### src/common/pwm_shared_pkg.sv
package pwm_shared_pkg;

    // ------------------------------------------------------------
    // register indices (byte address = 4 * index)
    // ------------------------------------------------------------
    localparam logic [9:0] IDX_IRQ_EN    = 10'h0a9;
    localparam logic [9:0] IDX_PER_LO    = 10'h0d3;
    localparam logic [9:0] IDX_CFG       = 10'h0d4;
    localparam logic [9:0] IDX_CH_BASE   = 10'h0c0;
    localparam logic [9:0] IDX_IRQ_STAT  = 10'h0e0;
    localparam logic [9:0] IDX_IRQ_MASK  = 10'h0e1;
    localparam logic [9:0] IDX_COUNT     = 10'h0e2;

    // ------------------------------------------------------------
    // sizes and field positions
    // ------------------------------------------------------------
    localparam int unsigned NUM_CH       = 8;
    localparam int unsigned CNT_W        = 12;
    localparam int unsigned CFG_EN_BIT   = 7;
    localparam int unsigned CFG_FLAG_BIT = 6;
    localparam int unsigned CFG_CKS_LSB  = 4;
    localparam int unsigned IRQ_EN_BIT   = 1;
    localparam int unsigned CH_EN_BIT    = 15;
    localparam int unsigned CH_INV_BIT   = 14;
    localparam int unsigned STAT_OVF_BIT = 0;
    localparam logic [7:0]  IRQ_EN_WMASK = 8'h2f;

    // ------------------------------------------------------------
    // reset values
    // ------------------------------------------------------------
    localparam logic [7:0]  CFG_RST      = 8'h00;
    localparam logic [7:0]  PER_LO_RST   = 8'h00;
    localparam logic [7:0]  IRQ_EN_RST   = 8'h00;
    localparam logic [7:0]  STAT_RST     = 8'h00;
    localparam logic [7:0]  MASK_RST     = 8'h00;

    // ------------------------------------------------------------
    // types
    // ------------------------------------------------------------
    typedef struct packed {
        logic             en;
        logic             inv;
        logic [CNT_W-1:0] duty;
    } chan_cfg_t;

    localparam chan_cfg_t CH_RST = '{en: 1'b0, inv: 1'b0, duty: 12'h000};

    typedef enum logic [1:0] {
        RUN_OFF   = 2'b00,
        RUN_START = 2'b01,
        RUN_COUNT = 2'b11
    } run_state_t;

endpackage

### src/verilog/pwm_shared_period.sv
// What this block does
// - while the module enable is 1 the prescaled clock drives the unit and each pin follows its channel output enable.
// - while the module enable is 0 the unit stops, the counter is held at zero and every pin returns to GPIO.
// - the counter passing the period value sets the overflow flag in bit 6 of the general config register.
// - an interrupt is requested while the overflow flag and the overflow enable in bit 1 of the enable register are set.
// - the flag stays set after the interrupt and only a software write clears it.
// - the clock select field picks the oscillator divided by 1, 2, 4 or 8 for codes 00, 01, 10, 11.
// - one period lasts the 12-bit period value plus one counting clocks.
// - the period value is the config register's low nibble above the 8 bits of the period-low register.
// - config and period-low registers are fully read/write and reset to zero.
// - with inversion off a channel is high for its duty value in counting clocks from the period start.
// - a new duty value applies from the next period only.
// - a new period value applies from the next period only.
// - with the module on and every channel output off the counter still runs and still raises overflows.
//
// Decided for this implementation: the APB slave port.
`timescale 1ns/1ps
`default_nettype none

module pwm_shared_period
    import pwm_shared_pkg::*;
(
    input  wire logic              clk,
    input  wire logic              rst,
    input  wire logic              psel,
    input  wire logic              penable,
    input  wire logic              pwrite,
    input  wire logic [11:0]       paddr,
    input  wire logic [31:0]       pwdata,
    output logic      [31:0]       prdata,
    output logic                   pready,
    output logic                   pslverr,
    output logic      [NUM_CH-1:0] pwm_out,
    output logic      [NUM_CH-1:0] pwm_oe,
    output logic                   irq
);

    // ------------------------------------------------------------
    // registers
    // ------------------------------------------------------------
    logic [7:0]       cfg_ff;
    logic [7:0]       per_lo_ff;
    logic [7:0]       irq_en_ff;
    logic [7:0]       stat_ff;
    logic [7:0]       mask_ff;
    chan_cfg_t        ch_cfg_ff  [NUM_CH];
    logic [CNT_W-1:0] act_duty_ff[NUM_CH];
    logic [CNT_W-1:0] act_per_ff;
    logic [CNT_W-1:0] cnt_ff;
    logic [2:0]       div_ff;
    run_state_t       state_ff;
    logic [31:0]      prdata_ff;
    logic             pready_ff;
    logic             pslverr_ff;
    logic             irq_ff;
    logic [NUM_CH-1:0] pwm_out_ff;
    logic [NUM_CH-1:0] pwm_oe_ff;

    logic [7:0]       nxt_cfg;
    logic [7:0]       nxt_stat;
    logic [CNT_W-1:0] nxt_cnt;
    logic [2:0]       nxt_div;
    run_state_t       nxt_state;
    logic             nxt_irq;
    logic [NUM_CH-1:0] nxt_out;
    logic [NUM_CH-1:0] nxt_oe;

    // ------------------------------------------------------------
    // bus decode
    // ------------------------------------------------------------
    wire logic [9:0]  idx      = paddr[11:2];
    wire logic        setup_ok = psel & penable & ~pready_ff;
    wire logic        commit   = psel & penable & pready_ff;
    wire logic        wr       = commit & pwrite;
    wire logic        hit_irq_en = (idx == IDX_IRQ_EN);
    wire logic        hit_lo   = (idx == IDX_PER_LO);
    wire logic        hit_cfg  = (idx == IDX_CFG);
    wire logic        hit_stat = (idx == IDX_IRQ_STAT);
    wire logic        hit_mask = (idx == IDX_IRQ_MASK);
    wire logic        hit_cnt  = (idx == IDX_COUNT);
    wire logic        hit_ch   = (idx[9:3] == IDX_CH_BASE[9:3]);
    wire logic [2:0]  ch_sel   = idx[2:0];
    wire logic        mapped   = hit_irq_en | hit_lo | hit_cfg | hit_stat | hit_mask | hit_cnt | hit_ch;
    // the counter readback is a status view, writing it is an error
    wire logic        bad      = ~mapped | (hit_cnt & pwrite);

    // ------------------------------------------------------------
    // control fields
    // ------------------------------------------------------------
    wire logic             mod_en     = cfg_ff[CFG_EN_BIT];
    wire logic             ovf_flag   = cfg_ff[CFG_FLAG_BIT];
    wire logic [1:0]       count_clock_select = cfg_ff[CFG_CKS_LSB +: 2];
    wire logic [CNT_W-1:0] shared_period_value = {cfg_ff[3:0], per_lo_ff};
    wire logic             overflow_irq_enable = irq_en_ff[IRQ_EN_BIT];

    // ------------------------------------------------------------
    // prescaler: low bits of a free divider all ones
    // ------------------------------------------------------------
    // mask 000/001/011/111 gives one tick every 1, 2, 4, 8 clocks
    wire logic [2:0] div_mask = 3'((4'h1 << count_clock_select) - 4'h1);
    wire logic       tick     = (state_ff == RUN_COUNT) & ((div_ff & div_mask) == div_mask);
    wire logic       wrap     = tick & (cnt_ff == act_per_ff);
    wire logic       ovf_evt  = wrap;

    // ------------------------------------------------------------
    // run state machine
    // ------------------------------------------------------------
    always_comb begin
        nxt_state = state_ff;
        case (state_ff)
            RUN_OFF: begin
                if (mod_en) begin
                    nxt_state = RUN_START;
                end
            end
            RUN_START: begin
                nxt_state = mod_en ? RUN_COUNT : RUN_OFF;
            end
            RUN_COUNT: begin
                if (!mod_en) begin
                    nxt_state = RUN_OFF;
                end
            end
            default: begin
                nxt_state = RUN_OFF;
            end
        endcase
    end

    // ------------------------------------------------------------
    // counter and divider
    // ------------------------------------------------------------
    // the divider restarts with the module so the first period is full length
    assign nxt_div = (state_ff == RUN_COUNT) ? 3'(div_ff + 3'h1) : 3'h0;
    assign nxt_cnt = (state_ff != RUN_COUNT || wrap) ? '0 :
                     tick ? CNT_W'(cnt_ff + 1'b1) : cnt_ff;

    always_ff @(posedge clk) begin
        if (rst) begin
            state_ff <= RUN_OFF;
            cnt_ff   <= '0;
            div_ff   <= 3'h0;
        end else begin
            state_ff <= nxt_state;
            cnt_ff   <= nxt_cnt;
            div_ff   <= nxt_div;
        end
    end

    // active period copy only moves at a period boundary or at start
    always_ff @(posedge clk) begin
        if (rst) begin
            act_per_ff <= '0;
        end else if (state_ff != RUN_COUNT || wrap) begin
            act_per_ff <= shared_period_value;
        end
    end

    // ------------------------------------------------------------
    // config and period-low registers
    // ------------------------------------------------------------
    // a wrap in the same cycle as a clearing write keeps the flag set
    always_comb begin
        nxt_cfg = cfg_ff;
        if (wr && hit_cfg) begin
            nxt_cfg = pwdata[7:0];
        end
        if (ovf_evt) begin
            nxt_cfg[CFG_FLAG_BIT] = 1'b1;
        end
    end

    always_ff @(posedge clk) begin
        if (rst) begin
            cfg_ff    <= CFG_RST;
            per_lo_ff <= PER_LO_RST;
            irq_en_ff <= IRQ_EN_RST;
            mask_ff   <= MASK_RST;
        end else begin
            cfg_ff <= nxt_cfg;
            if (wr && hit_lo) begin
                per_lo_ff <= pwdata[7:0];
            end
            if (wr && hit_irq_en) begin
                irq_en_ff <= pwdata[7:0] & IRQ_EN_WMASK;
            end
            if (wr && hit_mask) begin
                mask_ff <= pwdata[7:0];
            end
        end
    end

    // ------------------------------------------------------------
    // interrupt status, mask and output
    // ------------------------------------------------------------
    // sticky status is write-one-to-clear; a new event beats the clear
    always_comb begin
        nxt_stat = stat_ff;
        if (wr && hit_stat) begin
            nxt_stat = stat_ff & ~pwdata[7:0];
        end
        if (ovf_evt) begin
            nxt_stat[STAT_OVF_BIT] = 1'b1;
        end
    end

    assign nxt_irq = (ovf_flag & overflow_irq_enable) | (|(stat_ff & mask_ff));

    always_ff @(posedge clk) begin
        if (rst) begin
            stat_ff <= STAT_RST;
            irq_ff  <= 1'b0;
        end else begin
            stat_ff <= nxt_stat;
            irq_ff  <= nxt_irq;
        end
    end

    // ------------------------------------------------------------
    // channels
    // ------------------------------------------------------------
    genvar g;
    generate
        for (g = 0; g < NUM_CH; g++) begin : gen_ch
            wire logic ch_wr   = wr & hit_ch & (ch_sel == 3'(g));
            // duty 0 keeps the pin low, a duty above the period keeps it high
            wire logic ch_high = (state_ff == RUN_COUNT) & (cnt_ff < act_duty_ff[g]);

            always_ff @(posedge clk) begin
                if (rst) begin
                    ch_cfg_ff[g]   <= CH_RST;
                    act_duty_ff[g] <= '0;
                end else begin
                    if (ch_wr) begin
                        ch_cfg_ff[g] <= '{en:   pwdata[CH_EN_BIT],
                                          inv:  pwdata[CH_INV_BIT],
                                          duty: pwdata[CNT_W-1:0]};
                    end
                    if (state_ff != RUN_COUNT || wrap) begin
                        act_duty_ff[g] <= ch_cfg_ff[g].duty;
                    end
                end
            end

            assign nxt_out[g] = ch_high ^ ch_cfg_ff[g].inv;
            assign nxt_oe[g]  = mod_en & ch_cfg_ff[g].en;
        end
    endgenerate

    always_ff @(posedge clk) begin
        if (rst) begin
            pwm_out_ff <= '0;
            pwm_oe_ff  <= '0;
        end else begin
            pwm_out_ff <= nxt_out;
            pwm_oe_ff  <= nxt_oe;
        end
    end

    // ------------------------------------------------------------
    // read mux and bus answer
    // ------------------------------------------------------------
    wire chan_cfg_t   ch_rd   = ch_cfg_ff[ch_sel];
    wire logic [31:0] ch_word = {16'h0000, ch_rd.en, ch_rd.inv, 2'b00, ch_rd.duty};
    wire logic [31:0] rd_mux  = hit_cfg  ? {24'h000000, cfg_ff} :
                                hit_lo   ? {24'h000000, per_lo_ff} :
                                hit_irq_en ? {24'h000000, irq_en_ff} :
                                hit_stat ? {24'h000000, stat_ff} :
                                hit_mask ? {24'h000000, mask_ff} :
                                hit_cnt  ? {20'h00000, cnt_ff} :
                                hit_ch   ? ch_word : 32'h00000000;

    // one wait state: the answer is registered so every bus output is a flop
    always_ff @(posedge clk) begin
        if (rst) begin
            pready_ff  <= 1'b0;
            pslverr_ff <= 1'b0;
            prdata_ff  <= 32'h00000000;
        end else begin
            pready_ff  <= setup_ok;
            pslverr_ff <= setup_ok & bad;
            if (setup_ok && !pwrite) begin
                prdata_ff <= rd_mux;
            end
        end
    end

    assign prdata  = prdata_ff;
    assign pready  = pready_ff;
    assign pslverr = pslverr_ff;
    assign pwm_out = pwm_out_ff;
    assign pwm_oe  = pwm_oe_ff;
    assign irq     = irq_ff;

endmodule

`default_nettype wire
### config.mk
export PLATFORM = sky130hd
export DESIGN_NAME = pwm_shared_period
export DESIGN_NICKNAME = d
export VERILOG_FILES = /design/src/common/pwm_shared_pkg.sv /design/src/verilog/pwm_shared_period.sv
export SDC_FILE = /design/constraint.sdc
export NUM_CORES = 1
export LEC_CHECK = 0
export ABC_CLOCK_PERIOD_IN_PS = 8800
export BUFFER_PORTS_ARGS = -buffer_cell sky130_fd_sc_hd__buf_2
export CAP_MARGIN = 20
export CORE_AREA = 2 2 219 221
export DETAILED_ROUTE_END_ITERATION = 10
export DIE_AREA = 0 0 221 223
export PLACE_DENSITY_LB_ADDON = 0.25
export SLEW_MARGIN = 10
export SYNTH_ARGS = -nofsm -noshare
export SYNTH_HDL_FRONTEND = slang
export SYNTH_SLANG_ARGS = --single-unit
export TNS_END_PERCENT = 100
### constraint.sdc
create_clock -name clk -period 8.8 [get_ports clk]
set_input_delay 0.88 -clock clk [delete_from_list [all_inputs] [get_ports clk]]
set_output_delay 0.88 -clock clk [all_outputs]
set_load 0.05 [all_outputs]
; ---- Word level (Yosys, flattened, before mapping)
; Memory sizes are Yosys's and may differ from the RTL's.
; Cells that the tools add are included.
[word_totals]
inputBits = 49
out_inout_bits = 51
n_memories = 2
ff_bits = 117
ramBits = 208
[mem_list]
columns = name, depth, word_bits, rd, rd_clocked_by_memory_dff, write_ports, line_no
row1 = ch_cfg_ff, 8, 14, 9, 0, 8, pwm_shared_period.sv:46  ; chan_cfg_t ch_cfg_ff [NUM_CH];
row2 = act_duty_ff, 8, 12, 8, 0, 8, pwm_shared_period.sv:47  ; logic [CNT_W-1:0] act_duty_ff[NUM_CH];
[op_classes]
n_bitwise = 73
add_sub_neg = 3
n_eq_ne = 21
n_mux = 60
shift = 1
magnitude_cmp = 8
n_reduce_logical = 16
[op_table]
columns = cell, n
row1 = $mux 14, 8
row2 = $mux 16, 7
row3 = $lt 12x12->1, 8
row4 = $mux 12, 8
row5 = $eq 10x8->1 const B, 6
row6 = $and 1x1->1, 34
row7 = $mux 1, 32
row8 = $or 1x1->1, 24
row9 = $and 8x8->8, 2
row10 = $add 12x1->12 const B, 1
row11 = $eq 12x12->1, 1
row12 = $eq 3x3->1 const B, 4
row13 = $not 8->8, 1
row14 = $reduce_or 8->1, 1
row15 = $xor 1x1->1, 8
row16 = $eq 7x5->1 const B, 1
row17 = $mux 7, 1
row18 = $eq 3x2->1 const B, 2
row19 = $logic_and 1x1->1, 6
row20 = $mux 2, 3
row21 = $ne 2x2->1 const B, 3
row22 = $pmux 2 s3, 1
row23 = $reduce_bool 2->1, 2
row24 = $reduce_or 2->1, 2
row25 = other kinds (14), 16

; ---- Depth between registers and ports, before layout
[logic_depth]
depth_word = 11
mapped_depth = 9

; ---- Worst setup path before layout
; OpenSTA, ideal clock, no wires.
[synth_path]
path_type = in2reg
startpoint = input paddr[10]
endpoint = memory ch_cfg_ff[0][0] in the netlist's numbering, enable pin
setup_time_ns = 0.388
t_arrival_ns = 2.755
t_required_ns = 8.412
slack_ns = 5.657
cell_stages = 5
cell_sequence = or3b_4 nor4_4 buf_6 nand2_1 o21bai_1
[synth_lines]
columns = element, line_no
row1 = "start, declared", pwm_shared_period.sv:28  ; input wire logic [11:0] paddr,
row2 = "end, declared", pwm_shared_period.sv:46

==> key figures <==
Final layout
  • # nets final: 1553
  • Layout cells sized above 1: 12.22%
  • Multi-input gate area: 0.006320 sq mm
  • FF+latch area: 0.008228 sq mm
  • Syn-to-layout area delta: 13.98%
  • Most common cell after layout, fill and taps aside: and2_1
  • Commonest non-fill, non-tap cells in the layout: 220 x and2_1, 208 x edfxtp_1, 104 x nand2_1
  • Filler cell count in the final layout: 4568

Setup path
  • Worst setup EP type: register
  • R2r setup slk: 4640 ps
  • CP peak stage delay: 700 ps
  • Crit path cell chain: nand2_1 -> a21oi_1 -> and2_1 -> nand4_2 -> and2_1 -> inv_4 -> buf_4
  • Critical setup path kind: reg2reg
  • CP top delay family: simple AND/OR/NAND/NOR gates
  • Crit path max fanout: 56
  • Most numerous cell on the critical path: and2_1
  • Critical-path top delay cell: buf_4
  • Worst Setup SP: state_ff[0]
  • FF-to-FF Start: state_ff[0]
  • Startpoint Class: register
  • Worst endpoint required time: 8950 ps
  • R2R depth: 7
  • CP Buf/Inv Count: 2
  • Crit path to: act_duty_ff[0][32]
  • Reg-to-Reg End: act_duty_ff[0][32]
  • Critical path depth in cells: 7
  • Arrival time at the worst endpoint: 4310 ps

Synth
  • Seq cells post-synth: 307
  • Synth async-reset ratio: 0%
  • Yosys cell types: 65
  • Syn_area_per_cell: 11.22 sq um
  • Top_reg_cell synth: edfxtp_1
  • Synth Instances: 1361
  • Synth warn: 0
  • Part of the Yosys area used for sequential elements: 53.90%
  • Mapped Area: 0.01527 sq mm
  • Post-synth EDFFs: 208

STA
  • RSZ-0062 raised after global routing: false
  • Hold slack: 449.6 ps
  • Slew margin rel.: 28.91%
  • Tcrit/Tclk final: 47.24%
  • Worst slew pin tran: 1062 ps
  • FMAX: 240.6 MHz
  • Final Hold Fails: 0
  • Max-slew violations: 0
  • Skew final: 10.13 ps
  • Final setup viols: 0
  • Setup TNS: 0 ps
  • Time the worst path needs with I/O delays and setup: 4157 ps

Clock network
  • Post_cts resized: 0
  • Cts hold-fix bufs: 0
  • Worst-path clk slew: 60 ps
  • Count of clock tree sinks: 307
  • CTS root buf: clkbuf_16
  • Total CTS buffers: 36
  • CTS tree: yes
  • Maximum clock path buffer count: 3
  • Clk Latency, worst-skew pair: 520 ps
  • Number of post-CTS setup repair buffers: 0
  • Htree depth: 2

Floorplan
  • Ports: 100
  • Die area: 0.04928 sq mm
  • Core Box Area: 0.04715 sq mm
  • Starting Density: 32.38%
  • Row count: 80
  • Die Height: 223 microns
  • Die width: 221 microns

Min path
  • Hold Path Class: reg2reg

Detailed routing
  • WL final: 42.77 mm
  • DR WL/cell: 20.80 microns
  • Drt drc: 0
  • Antenna-violating nets left: 0
  • DR iter-0 viols: 657
  • Drt pass-1 iters: 5
  • Number of vias per cell: 4.998
  • Vias: 10280

GRT
  • Vias in the first global route: 10110
  • Total GRT Usage: 17.30%
  • GRT Residual Overflow: 0
  • Initial antenna violation count: 3
  • Global-route wire length before repair: 64.56 mm
  • Largest net degree at the start of global routing: 109

Power
  • Leak: 6.918 nW
  • Peak VDD IR: 0.1497 mV
  • Pwr Density: 192.1 mW/mm^2

Placed design
  • Post-DP HPWL: 29.58 mm
  • RD Place Congestion: 0.8534
  • Buffers on Ports: 61

Status
  • Status: finished clean

Job
  • Max-Cap Viols: 0
metrics by stage:
stage / setup slack, ps / util (%) / total power, mW / cell area [sq um] / cells
floorplan: 5657 / - / 1.728 / 15330 / 1378
global placement: 4674 / 34.18 / 1.790 / 16110 / 1988
detailed placement: 4642 / 34.25 / 1.792 / 16150 / 1991
CTS: 4644 / 36.90 / 3.370 / 17400 / 2055
global route: 4331 / 36.90 / 3.441 / 17400 / 2055
finish: 4643 / 36.91 / 3.343 / 17400 / 2056
state kept, by name (all words and copies together), names as in the netlist, 2 cells and up:
name	flops
ch_cfg_ff	112
pwm_oe	8
cfg_ff	8
prdata	14
mask_ff	8
act_duty_ff	96
act_per_ff	12
pwm_out	8
irq_en_ff	5
per_lo_ff	8
state_ff	2
stat_ff	8
div_ff	3
cnt_ff	12
report_power, final:
part           internal (mW)  switching, mW
sequential              1.57         0.0142
clock                  0.986          0.596
combinational         0.0515          0.127
Yosys cell counts (2+ instances only):
cell type | n | area share, %
o21ai_0 | 26 | 0.85
nor2_1 | 64 | 1.6
nor4_1 | 3 | 0.12
nor4_4 | 2 | 0.28
a31oi_1 | 6 | 0.25
a222oi_1 | 2 | 0.13
nand2_1 | 104 | 2.6
a221oi_1 | 4 | 0.23
o2111ai_1 | 2 | 0.11
o31ai_1 | 4 | 0.20
nand4_1 | 14 | 0.57
a2111oi_0 | 8 | 0.46
mux2i_1 | 9 | 0.59
o21bai_1 | 4 | 0.20
nor3_2 | 3 | 0.20
xor2_1 | 26 | 1.5
clkbuf_2 | 7 | 0.23
edfxtp_1 | 208 | 41
a2bb2oi_1 | 2 | 0.11
buf_4 | 20 | 0.98
o311ai_0 | 8 | 0.46
nand2b_1 | 9 | 0.37
a41oi_1 | 8 | 0.46
nand3_1 | 39 | 1.3
nor2b_1 | 15 | 0.61
and2_1 | 220 | 9.0
a21o_1 | 13 | 0.64
clkbuf_1 | 41 | 1.0
or3_1 | 5 | 0.20
mux4_2 | 28 | 4.1
xnor2_1 | 6 | 0.34
buf_2 | 12 | 0.39
nor3_1 | 13 | 0.43
and3_1 | 9 | 0.37
ha_1 | 90 | 7.4
a22o_1 | 14 | 0.80
a22oi_1 | 7 | 0.34
o221ai_1 | 3 | 0.17
inv_1 | 98 | 2.4
o22ai_1 | 4 | 0.16
a21oi_1 | 79 | 2.6
dfxtp_1 | 99 | 13
worst reg2reg max path: cells and delay by family (launching register included):
kind,cells,cell delay [ps]
AOI/OAI and AO/OA,1,360
buffers and inverters,2,1320
DFF,1,400
and+or+nand+nor,4,1690
how the worst min path moves through the flow:
| stage | endpoint | depth (start not counted) | from | slack (ps) |
|---|---|---|---|---|
| after floorplan | stat_ff[3] | 2 | stat_ff[3] | 440 |
| after global placement | prdata[11] | 2 | prdata[11] | 440 |
| after detailed placement | prdata[8] | 2 | prdata[8] | 440 |
| after CTS | prdata[8] | 2 | prdata[8] | 450 |
| after global routing | prdata[8] | 2 | prdata[8] | 470 |
| final | prdata[8] | 2 | prdata[8] | 450 |
cells by family after synthesis:
family / share of synthesized area (%)
compound gates: 8.688
xor+xnor: 1.836
fa+ha+maj: 7.376
buf+inv: 5.122
flops: 53.90
mux: 4.795
other cells: 0.02456
simple gates: 18.26
routing by layer:
metal  part of all wire (%)  global-route usage [%]
met3                    6.1                   3.227
met2                     47                   28.52
met4                    2.0                   4.698
met5                  0.030                       0
met1                     45                   23.34
area by class of cell:
cell class              instances  share of cell area, %
well taps                     615                  4.422
flip-flops and latches        307                  47.29
diodes                          1                0.01438
inverters                      98                  2.128
clock inverters                12                  1.079
multi-input cells             891                  36.32
repair buffers                 80                  2.639
clock buffers                  52                  6.112
Power figures use the tool's default switching activity.
